**src/include/t2c_pkg.sv**
```systemverilog
// constants and types shared by the timer two control block
package t2c_pkg;

    // control register location and reset value
    localparam logic [7:0] T2C_CTRL_ADDR = 8'hC8;
    localparam logic [7:0] T2C_CTRL_PAGE = 8'h00;
    localparam logic [7:0] T2C_CTRL_RESET = 8'h00;
    localparam logic [4:0] T2C_BIT_BASE = 5'h19;

    // bit positions inside the control register
    localparam int unsigned T2C_POS_HI_FLAG = 7;
    localparam int unsigned T2C_POS_LO_FLAG = 6;
    localparam int unsigned T2C_POS_LO_IRQ_EN = 5;
    localparam int unsigned T2C_POS_CAP_EN = 4;
    localparam int unsigned T2C_POS_SPLIT = 3;
    localparam int unsigned T2C_POS_RUN = 2;
    localparam int unsigned T2C_POS_UNUSED = 1;
    localparam int unsigned T2C_POS_EXT_SEL = 0;

    // system clock divided by twelve
    localparam logic [3:0] T2C_DIV12_LAST = 4'hB;
    localparam logic [3:0] T2C_DIV12_RESET = 4'h0;
    localparam logic [7:0] T2C_BYTE_RESET = 8'h00;

    typedef struct packed {
        logic high_overflow_flag;
        logic low_overflow_flag;
        logic low_byte_irq_enable;
        logic capture_mode_enable;
        logic split_mode_select;
        logic run_control;
        logic unused;
        logic external_clock_select;
    } t2c_ctrl_type;

    typedef struct packed {
        logic [7:0] high;
        logic [7:0] low;
    } t2c_count_type;

endpackage : t2c_pkg

```
**src/rtl/t2c_ext_sync.sv**
```systemverilog
// synchroniser and falling edge detector for the external clock divided by eight
module t2c_ext_sync
    import t2c_pkg::*;
(
    input wire logic clk_sys_i,
    input wire logic srst_i,
    input wire logic ext_i,
    output logic fall_o
);

    logic meta_q;
    logic sync_q;
    logic last_q;

    // two flops before any logic looks at the pin
    always_ff @(posedge clk_sys_i) begin
        if (srst_i) begin
            meta_q <= 1'b0;
            sync_q <= 1'b0;
            last_q <= 1'b0;
        end else begin
            meta_q <= ext_i;
            sync_q <= meta_q;
            last_q <= sync_q;
        end
    end

    assign fall_o = last_q & ~sync_q;

endmodule : t2c_ext_sync

```
**src/rtl/t2c_count_byte.sv**
```systemverilog
// one auto-reload count byte with increment and load
module t2c_count_byte
    import t2c_pkg::*;
#(
    parameter int unsigned W = 8
) (
    input wire logic clk_sys_i,
    input wire logic srst_i,
    input wire logic inc_i,
    input wire logic load_i,
    input wire logic [W-1:0] load_val_i,
    output logic [W-1:0] count_o,
    output logic wrap_o
);

    logic [W-1:0] count_q;

    // load has priority, otherwise step by one when enabled
    always_ff @(posedge clk_sys_i) begin
        if (srst_i) begin
            count_q <= '0;
        end else if (load_i) begin
            count_q <= load_val_i;
        end else if (inc_i) begin
            count_q <= count_q + {{(W-1){1'b0}}, 1'b1};
        end
    end

    assign count_o = count_q;
    assign wrap_o = inc_i & (count_q == {W{1'b1}});

endmodule : t2c_count_byte

```
**src/rtl/t2c_timer_ctrl.sv**
```systemverilog
// control, clocking and capture logic of the timer two block
// Functional notes
// - high byte wrap sets high overflow flag
// - 16-bit wrap sets high overflow flag
// - enabled high flag requests timer interrupt
// - overflow flags cleared only by software
// - low byte wrap sets low flag
// - low irq enable adds low interrupts
// - capture enable bit switches capture mode
// - capture copies count, sets high flag
// - capture on synced external falling edge
// - split bit selects 16 or 2x8
// - 16-bit wrap loads reload value
// - run gates counter, split gates high only
// - control bit one reads zero
// - external select picks div12 or ext/8
// - split external select applies both bytes
// - per-byte system_clock select overrides source
// - control at 0xC8 page 0, bit-addressable
module t2c_timer_ctrl
    import t2c_pkg::*;
(
    input wire logic clk_sys_i,
    input wire logic srst_i,
    input wire logic [7:0] sfr_addr_i,
    input wire logic [7:0] sfr_page_i,
    input wire logic sfr_wr_i,
    input wire logic sfr_rd_i,
    input wire logic [7:0] sfr_wdata_i,
    input wire logic sfr_bit_wr_i,
    input wire logic sfr_bit_val_i,
    input wire logic timer_irq_enable_i,
    input wire logic high_byte_system_clock_select_i,
    input wire logic low_byte_system_clock_select_i,
    input wire t2c_count_type reload_i,
    input wire logic ext_clk_div8_i,
    output logic [7:0] sfr_rdata_o,
    output logic sfr_rvalid_o,
    output logic irq_o,
    output t2c_count_type count_o,
    output logic capture_valid_o,
    output t2c_count_type capture_value_o
);

    t2c_ctrl_type ctrl_q;
    t2c_ctrl_type ctrl_d;
    logic [3:0] div_q;
    logic div12_tick;
    logic ext_tick;
    logic lo_tick;
    logic hi_tick;
    logic byte_hit;
    logic bit_hit;
    logic [2:0] bit_idx;
    logic [7:0] wr_mask;
    logic [7:0] wr_val;
    logic lo_inc;
    logic lo_load;
    logic hi_inc;
    logic hi_load;
    logic lo_wrap;
    logic hi_wrap;
    logic full_wrap;
    logic cap_evt;
    logic hi_set;
    logic lo_set;
    logic [7:0] rdata_q;
    logic rvalid_q;
    logic cap_valid_q;
    t2c_count_type cap_value_q;
    t2c_count_type count;

    // register decode, byte and bit access on page zero
    assign byte_hit = (sfr_addr_i == T2C_CTRL_ADDR) && (sfr_page_i == T2C_CTRL_PAGE);
    assign bit_hit = (sfr_addr_i[7:3] == T2C_BIT_BASE) && (sfr_page_i == T2C_CTRL_PAGE);
    assign bit_idx = sfr_addr_i[2:0];

    always_comb begin
        wr_mask = 8'h00;
        wr_val = 8'h00;
        if (sfr_wr_i && byte_hit) begin
            wr_mask = 8'hFF;
            wr_val = sfr_wdata_i;
        end else if (sfr_bit_wr_i && bit_hit) begin
            wr_mask[bit_idx] = 1'b1;
            wr_val = {8{sfr_bit_val_i}};
        end
        wr_mask[T2C_POS_UNUSED] = 1'b0;
    end

    // hardware sets win over a software clear in the same cycle
    always_comb begin
        ctrl_d = t2c_ctrl_type'((ctrl_q & ~wr_mask) | (wr_val & wr_mask));
        ctrl_d.unused = 1'b0;
        if (hi_set) begin
            ctrl_d.high_overflow_flag = 1'b1;
        end
        if (lo_set) begin
            ctrl_d.low_overflow_flag = 1'b1;
        end
    end

    always_ff @(posedge clk_sys_i) begin
        if (srst_i) begin
            ctrl_q <= t2c_ctrl_type'(T2C_CTRL_RESET);
        end else begin
            ctrl_q <= ctrl_d;
        end
    end

    // registered read answer
    always_ff @(posedge clk_sys_i) begin
        if (srst_i) begin
            rdata_q <= T2C_BYTE_RESET;
            rvalid_q <= 1'b0;
        end else begin
            rvalid_q <= sfr_rd_i && byte_hit;
            rdata_q <= (sfr_rd_i && byte_hit) ? ctrl_q : T2C_BYTE_RESET;
        end
    end

    // system clock divided by twelve
    always_ff @(posedge clk_sys_i) begin
        if (srst_i || div12_tick) begin
            div_q <= T2C_DIV12_RESET;
        end else begin
            div_q <= div_q + 4'h1;
        end
    end

    assign div12_tick = (div_q == T2C_DIV12_LAST);

    t2c_ext_sync u_ext_sync (
        .clk_sys_i(clk_sys_i),
        .srst_i(srst_i),
        .ext_i(ext_clk_div8_i),
        .fall_o(ext_tick)
    );

    // clock source per byte
    assign lo_tick = low_byte_system_clock_select_i ? 1'b1
                   : (ctrl_q.external_clock_select ? ext_tick : div12_tick);
    assign hi_tick = high_byte_system_clock_select_i ? 1'b1
                   : (ctrl_q.external_clock_select ? ext_tick : div12_tick);

    // counting in split and 16-bit modes
    always_comb begin
        if (ctrl_q.split_mode_select) begin
            lo_inc = lo_tick;
            lo_load = lo_wrap;
            hi_inc = ctrl_q.run_control && hi_tick;
            hi_load = hi_wrap;
        end else begin
            lo_inc = ctrl_q.run_control && lo_tick;
            lo_load = full_wrap;
            hi_inc = lo_wrap;
            hi_load = full_wrap;
        end
    end

    assign full_wrap = !ctrl_q.split_mode_select && lo_wrap && hi_wrap;

    t2c_count_byte #(.W(8)) u_low_byte (
        .clk_sys_i(clk_sys_i),
        .srst_i(srst_i),
        .inc_i(lo_inc),
        .load_i(lo_load),
        .load_val_i(reload_i.low),
        .count_o(count.low),
        .wrap_o(lo_wrap)
    );

    t2c_count_byte #(.W(8)) u_high_byte (
        .clk_sys_i(clk_sys_i),
        .srst_i(srst_i),
        .inc_i(hi_inc),
        .load_i(hi_load),
        .load_val_i(reload_i.high),
        .count_o(count.high),
        .wrap_o(hi_wrap)
    );

    // flag set sources
    assign cap_evt = ext_tick && ctrl_q.capture_mode_enable;
    assign hi_set = hi_wrap || cap_evt;
    assign lo_set = lo_wrap;

    // capture copy for the reload registers
    always_ff @(posedge clk_sys_i) begin
        if (srst_i) begin
            cap_valid_q <= 1'b0;
            cap_value_q <= '0;
        end else begin
            cap_valid_q <= cap_evt;
            if (cap_evt) begin
                cap_value_q <= count;
            end
        end
    end

    assign irq_o = timer_irq_enable_i && (ctrl_q.high_overflow_flag
                 || (ctrl_q.low_byte_irq_enable && ctrl_q.low_overflow_flag));
    assign sfr_rdata_o = rdata_q;
    assign sfr_rvalid_o = rvalid_q;
    assign count_o = count;
    assign capture_valid_o = cap_valid_q;
    assign capture_value_o = cap_value_q;

    // checks
    a_full_wrap_flag: assert property (@(posedge clk_sys_i) disable iff (srst_i)
        full_wrap |=> ctrl_q.high_overflow_flag && count == $past(reload_i))
        else $error("16-bit wrap did not reload or set high flag");

    a_high_wrap_flag: assert property (@(posedge clk_sys_i) disable iff (srst_i)
        (hi_wrap && count.high == 8'hFF) |=> ctrl_q.high_overflow_flag)
        else $error("high byte wrap did not set high flag");

    a_flag_sticky: assert property (@(posedge clk_sys_i) disable iff (srst_i)
        (ctrl_q.high_overflow_flag && !wr_mask[T2C_POS_HI_FLAG])
        |=> ctrl_q.high_overflow_flag)
        else $error("high flag cleared without software");

    a_low_wrap_flag: assert property (@(posedge clk_sys_i) disable iff (srst_i)
        lo_wrap |=> ctrl_q.low_overflow_flag
        && count.low == ($past(lo_load) ? $past(reload_i.low) : T2C_BYTE_RESET))
        else $error("low byte wrap did not set low flag");

    a_irq_high: assert property (@(posedge clk_sys_i) disable iff (srst_i)
        $rose(ctrl_q.high_overflow_flag) && timer_irq_enable_i |-> irq_o)
        else $error("high flag did not raise interrupt");

    a_irq_low: assert property (@(posedge clk_sys_i) disable iff (srst_i)
        (ctrl_q.low_overflow_flag && ctrl_q.low_byte_irq_enable && timer_irq_enable_i)
        |-> irq_o)
        else $error("low flag did not raise interrupt");

    a_capture_copy: assert property (@(posedge clk_sys_i) disable iff (srst_i)
        cap_evt |=> capture_valid_o && capture_value_o == $past(count)
        && ctrl_q.high_overflow_flag)
        else $error("capture did not copy count");

    a_split_hold: assert property (@(posedge clk_sys_i) disable iff (srst_i)
        (ctrl_q.split_mode_select && !ctrl_q.run_control) |=> $stable(count.high))
        else $error("high byte moved while stopped");

    a_unused_zero: assert property (@(posedge clk_sys_i) disable iff (srst_i)
        sfr_rvalid_o |-> sfr_rdata_o[T2C_POS_UNUSED] == 1'b0)
        else $error("unused bit read as one");

    a_div12_gap: assert property (@(posedge clk_sys_i) disable iff (srst_i)
        div12_tick |=> !div12_tick [*8] ##1 !div12_tick [*3] ##1 div12_tick)
        else $error("divide by twelve spacing wrong");

    c_full_wrap: cover property (@(posedge clk_sys_i) disable iff (srst_i) full_wrap);
    c_split_low: cover property (@(posedge clk_sys_i) disable iff (srst_i)
        ctrl_q.split_mode_select && lo_wrap);
    c_capture: cover property (@(posedge clk_sys_i) disable iff (srst_i) cap_evt);
    c_set_clear: cover property (@(posedge clk_sys_i) disable iff (srst_i)
        hi_set && wr_mask[T2C_POS_HI_FLAG] && !wr_val[T2C_POS_HI_FLAG]);

endmodule : t2c_timer_ctrl

```
**config.mk**
```make
export PLATFORM = sky130hd
export DESIGN_NAME = t2c_timer_ctrl
export DESIGN_NICKNAME = d
export VERILOG_FILES = /design/src/include/t2c_pkg.sv /design/src/rtl/t2c_ext_sync.sv /design/src/rtl/t2c_count_byte.sv /design/src/rtl/t2c_timer_ctrl.sv
export SDC_FILE = /design/constraint.sdc
export NUM_CORES = 1
export LEC_CHECK = 0
export BUFFER_PORTS_ARGS = -buffer_cell sky130_fd_sc_hd__buf_2
export CAP_MARGIN = 10
export CORE_MARGIN = 2
export CORE_UTILIZATION = 50
export DETAILED_ROUTE_END_ITERATION = 10
export HOLD_SLACK_MARGIN = 0.05
export PLACE_DENSITY_LB_ADDON = 0.3
export SLEW_MARGIN = 20
export SYNTH_ARGS = -nofsm -noshare
export SYNTH_HDL_FRONTEND = slang
export SYNTH_SLANG_ARGS = --single-unit
```
**constraint.sdc**
```tcl
create_clock -name clk_sys_i -period 3.7 [get_ports clk_sys_i]
set_input_delay 0.185 -clock clk_sys_i [delete_from_list [all_inputs] [get_ports clk_sys_i]]
set_output_delay 0.185 -clock clk_sys_i [all_outputs]
set_load 0.02 [all_outputs]
```
Word-level counts from Yosys, hierarchy flattened
Cells that the tools add are included.
{ "op_classes": {"eq_ne": 5, "n_mux": 19, "div": 0, "n_lt_le_gt_ge": 2, "reduce_logical": 21, "shifts": 0, "n_mul": 0, "bitwise_logic": 9, "addsub": 3} }
{ "ops": {"columns": ["op", "count"], "rows": [
  ["$mux 8", 8],
  ["$eq 8x8->1 const B", 3],
  ["$add 8x1->8 const B", 2],
  ["$and 8x8->8", 2],
  ["$logic_and 1x1->1", 13],
  ["$mux 1", 10],
  ["$logic_not 8->1", 1],
  ["$not 8->8", 1],
  ["$or 8x8->8", 1],
  ["$eq 5x5->1 const B", 1],
  ["$add 4x1->4 const B", 1],
  ["$eq 4x4->1 const B", 1],
  ["$lt 3x4->1 const B", 1],
  ["$reduce_bool 2->1", 2],
  ["$and 1x1->1", 3],
  ["$demux 1 s3", 1],
  ["$ge 3x1->1 const B", 1],
  ["$logic_or 1x1->1", 3],
  ["$not 1->1", 2],
  ["$reduce_or 2->1", 1],
  ["$logic_not 1->1", 1]
]} }
{ "totals": {"mem_bits_rw": 0, "latchBits": 0, "memories": 0, "mem_bits_ro": 0, "register_bits": 57, "in_bits": 50} }

Depth between registers and ports, before layout
{ "logic_depth": {"word_depth": 12, "mapped_depth": 7, "ltp_nobuf": 6} }

By module
From an unflattened synthesis, not the netlist that was laid out.
{ "hier_totals": {"cells_unflattened": 288, "area_unflattened_um2": 2431.1} }
{ "modules_own_cells": {"columns": ["module", "seq_area_each_um2", "cells_each", "n_inst", "area_per_inst_um2"], "rows": [
  ["t2c_timer_ctrl", 720.7, 181, 1, 1520.2],
  ["t2c_count_byte", 160.2, 50, 2, 411.6],
  ["t2c_ext_sync", 60.1, 7, 1, 87.6]
]} }

Worst setup path after synthesis
Ideal clock, no wire load.
{ "synth_path": {"path_kind": "reg2reg", "startpoint": "register u_high_byte.count_q[0] (netlist: u_high_byte.count_o[0])", "endpoint": "register u_high_byte.count_q[4] (netlist: u_high_byte.count_o[4])", "setup_slack_ns": 1.880, "required_ns": 3.612, "period_less_slack_ns": 1.820, "path_buffers": 1, "t_arrival_ns": 1.732, "path_stages_with_launch": 7, "path_cell_list": "dfxtp_1 ha_1 nand3_1 nor3_1 buf_2 a211oi_1 a311oi_2"} }
{ "synth_via": {"elab_chain_cells": 5, "word_cells_on_any_way": 8, "classes_between": "1 x add/sub; 1 x eq/ne; 3 x mux; 1 x bitwise; 2 x reduce/logical"} }
{ "synth_lines": {"columns": ["element", "line", "text"], "rows": [
  ["start, declared", "t2c_count_byte.sv:16", "logic [W-1:0] count_q;"],
  ["start signal, assigned", "t2c_count_byte.sv:23", "count_q <= load_val_i;"],
  ["start signal, assigned", "t2c_count_byte.sv:25", "count_q <= count_q + {{(W-1){1'b0}}, 1'b1};"],
  ["branches (longest 5 deep; another with $add 8x1->8)", null, null]
]} }
Parallel ways; which one is timed is not known. The select of a mux whose other input is x is not followed.
A chain may end at the register's enable or synchronous reset.

Worst setup path in the final report
{ "layout_path": {"startpoint": "register u_high_byte.count_q[0] (netlist: u_high_byte.count_o[0])", "endpoint": "register u_low_byte.count_q[7] (netlist: u_low_byte.count_o[7])"} }
{ "layout_via": {"elab_chain_cells": 5, "word_cells_on_any_way": 6, "classes_between": "1 x eq/ne; 2 x mux; 1 x bitwise; 2 x reduce/logical"} }
{ "layout_lines": {"columns": ["element", "line", "text"], "rows": [
  ["$eq 8x8->1 (*)", "t2c_count_byte.sv:30", "assign wrap_o = inc_i & (count_q == {W{1'b1}});"],
  ["$and 1x1->1 (*)", "t2c_count_byte.sv:30", null],
  ["$logic_and 1x1->1 (*)", "t2c_timer_ctrl.sv:161", "assign full_wrap = !ctrl_q.split_mode_select && lo_wrap && hi_wrap;"],
  ["$mux 1 (*)", "t2c_timer_ctrl.sv:148", "if (ctrl_q.split_mode_select) begin"],
  ["$mux 8 or $reduce_bool 2->1 (tied branches)", null, null],
  ["end signal, assigned", "t2c_count_byte.sv:23", null],
  ["end signal, assigned", "t2c_count_byte.sv:25", null],
  ["end, declared", "t2c_count_byte.sv:16", null]
]} }
Mark *: on every way between the ends. The rest lies on a longest branch, timed or not.

==> flow_metrics.tcl <==
set metrics [dict create \
    outcome "finished clean" \
    antenna_found_initial 0 \
    grt_max_degree 48 \
    finalSetupTns_ps 0 \
    final_nets 433 \
    drive_gt1_frac 0.2966 \
    rsz0062_at_grt "no" \
    muxShareOfSynthArea 0.03325 \
    fillCellCount 466 \
    synthAdderAreaFrac 0.01467 \
    finalHoldViolations 0 \
    synthCells 297 \
    cts-hold-fix-buffers 0 \
    avgSynthCellArea_sq_um 8.615 \
    ys_ff_latch 55 \
    worst_pin_slew_ps 910.6 \
    ys.flop_type "dfxtp_1" \
    switching_share 0.2169 \
    critical_path_required_ps 3850 \
    drtPass1Iterations 4 \
    cp-start-kind "flip-flop" \
    final_cells 451 \
    fin_skew_ps 9.200 \
    dp_hpwl_um 4290 \
    relSlewSlack 0.3929 \
    final_cell_mix "90 x buf_2, 56 x nand2_1, 55 x dfxtp_1" \
    yosys.area.top_type "dfxtp_1" \
    grt-ovfl-total 0 \
    clkSinkCount 55 \
    grt_pass1_wl_um 9287 \
    antenna_left 0 \
    fin_area_sq_um 3107 \
    crit_type "reg -> reg" \
    setup_viol 0 \
    vias_per_cell 5.262 \
    hp-class "in -> reg" \
    htreeDepth 2 \
    clock_tree.buffer_depth 2 \
    area_growth_pct 21.42 \
    min_from "ext_clk_div8_i" \
    worstSetupEndpointType "flip-flop" \
    yosys.area_share.simple 0.2709 \
    clock_power_share 0.317 \
    top_level_ports 93 \
    yosysSeqAreaShare 0.4303 \
    dp_cells 443 \
    cts_tree "yes" \
    async_flop_share 0 \
    placed_area_sq_um 3025 \
    drv_cap 0 \
    path_clk_slew_ps 90 \
    cts-root-buf "clkbuf_8" \
    synth_edf_count 0 \
    fmax_mhz 459.9 \
    syn-cell-area_sq_um 2559 \
    drc_errors 0 \
    die_h_um 75.54 \
    p_seq_frac 0.618 \
    ys_types 58 \
    cts-resized-gates 0 \
    grt_pass1_vias 2115 \
    synth_area_leaders "dfxtp_1 43%, nand2_1 8.2%, a21oi_1 5.3%" \
    synth_top_family_by_area "simple AND/OR/NAND/NOR gates" \
    finalMaxSlewViolations 0 \
    leakagePower_nw 1.309 \
    finalCritPeriodShare 0.5877 \
    die_x_um 75.54 \
    wl_per_cell_um 13.00 \
    rows 26 \
    cellInternalPower_w 0.0007613 \
    vias 2373 \
    die_area_sq_um 5706 \
    yosys_warnings 0 \
    r2r-start "u_high_byte.count_o[0]" \
    numCtsBuffers 5 \
    crit_start "u_high_byte.count_o[0]" \
    syn_nets 350 \
    netlist.area_leader.share 0.4303 \
    path_max_fanout 11 \
    fp.coreArea_sq_um 5010 \
    initial_utilization 0.5107 \
    period_needed_ps 2175 \
    synthXorXnorAreaFrac 0.01711 \
    synth_compound_area_frac 0.1941 \
    first_iter_violations 110 \
    power_density_nw_per_um2 312.9 \
    track_usage 0.2118 \
    antenna_cells 0 \
    worst_ep_arrival_time_ps 2330 \
    ir_worst_vdd_mv 0.1775 \
    routabilityCongestion 0.8368 \
    pwr-share-comb 0.065 \
    cts_setup_buffers 0 \
    p_sw_w 0.0002109 \
    clk_latency_ps 300 \
    totalWireLength_um 5865 \
    final_common_cell "buf_2" \
    io_buffers 90 \
]
==> cells in the mapped netlist (3+ instances only) <==
cell type   n
a211oi_1    7
a21oi_1    27
a311oi_2    4
a31oi_1     3
a41oi_1     3
and2_1      7
and3b_1     4
buf_2       3
clkbuf_1    7
dfxtp_1    55
ha_1        3
inv_1       5
mux2i_1     7
nand2_1    56
nand3_1    15
nand4_1     3
nor2_1     19
nor2b_1     4
nor3_1      7
nor3b_1     4
o21ai_0     4
or3_1       3
xnor2_1     4
==> metrics by stage <==
step                      worst slack [ps]  total power (W)  hold WS, ps  utilization
after floorplan                       1880        0.0006441        313.2            -
after global placement                1631        0.0006764        400.3       0.6039
after detailed placement              1588        0.0006778        397.1       0.6039
after CTS                             1561        0.0009826        89.15       0.6201
after global routing                  1430         0.001017        89.52       0.6201
final                                 1525        0.0009722        96.08       0.6201
==> flip-flops by register name, indices dropped and copies added (netlist names), named ones only <==
signal / count
ctrl_q: 2
sfr_rvalid_o: 1
div_q: 4
u_ext_sync.sync_q: 1
u_high_byte.count_o: 8
capture_value_o: 16
capture_valid_o: 1
u_ext_sync.last_q: 1
u_ext_sync.meta_q: 1
sfr_rdata_o: 7
u_low_byte.count_o: 8
==> final timing paths <==
| check | slack [ps] | depth (start not counted) | end |
|---|---|---|---|
| max | 1530 | 7 | u_low_byte.count_o[7] |
| min | 100 | 2 | u_ext_sync.meta_q |
| max reg2reg | 1530 | 7 | u_low_byte.count_o[7] |
| min reg2reg | 450 | 2 | capture_value_o[5] |
==> worst max-delay path, stage by stage, from the launching register on <==
cell and delay [ps]:
dfxtp_1 450, ha_1 310, nand3_1 120, nor3_1 330, buf_4 250, o2111a_2 300, o211a_1 200, a21oi_2 50
==> kinds of logic (layout without fill, tap and decap cells) <==
family,Yosys count,count (layout)
simple gates,137,137
compound gates,68,68
flops,55,55
buf+inv,20,104
mux,8,8
xor+xnor,5,5
fa+ha+maj,3,3
other cells,1,1
==> routing by layer <==
| metal | vias up | GRT usage | share of wire |
|---|---|---|---|
| met5 | - | 0 | 0 |
| met4 | 0 | 0.06433 | 0.012 |
| met3 | 7 | 0.03968 | 0.043 |
| met2 | 57 | 0.3816 | 0.49 |
| met1 | 1090 | 0.2549 | 0.45 |
| li1 | 1219 | - | - |
==> area by class of cell <==
| cell class | instances | area [sq um] | area share |
|---|---|---|---|
| multi-input combinational | 222 | 1360 | 0.4378 |
| sequential | 55 | 1101 | 0.3544 |
| timing repair buffer | 91 | 457.9 | 0.1474 |
| tap | 70 | 87.58 | 0.02819 |
| clock buffer | 7 | 76.32 | 0.02457 |
| inverter | 5 | 18.77 | 0.006041 |
| clock inverter | 1 | 5.005 | 0.001611 |
==> power groups by stage <==
| stage | sequential, W | clock (W) | combinational (W) |
|---|---|---|---|
| floorplan | 0.000615 | 0 | 0.0000293 |
| global placement | 0.000614 | 0 | 0.0000623 |
| detailed placement | 0.000614 | 0 | 0.0000633 |
| CTS | 0.000601 | 0.000318 | 0.0000636 |
| global route | 0.000601 | 0.000345 | 0.0000702 |
| finish | 0.000600 | 0.000308 | 0.0000634 |
No activity file was read; power rests on OpenSTA's default activity.
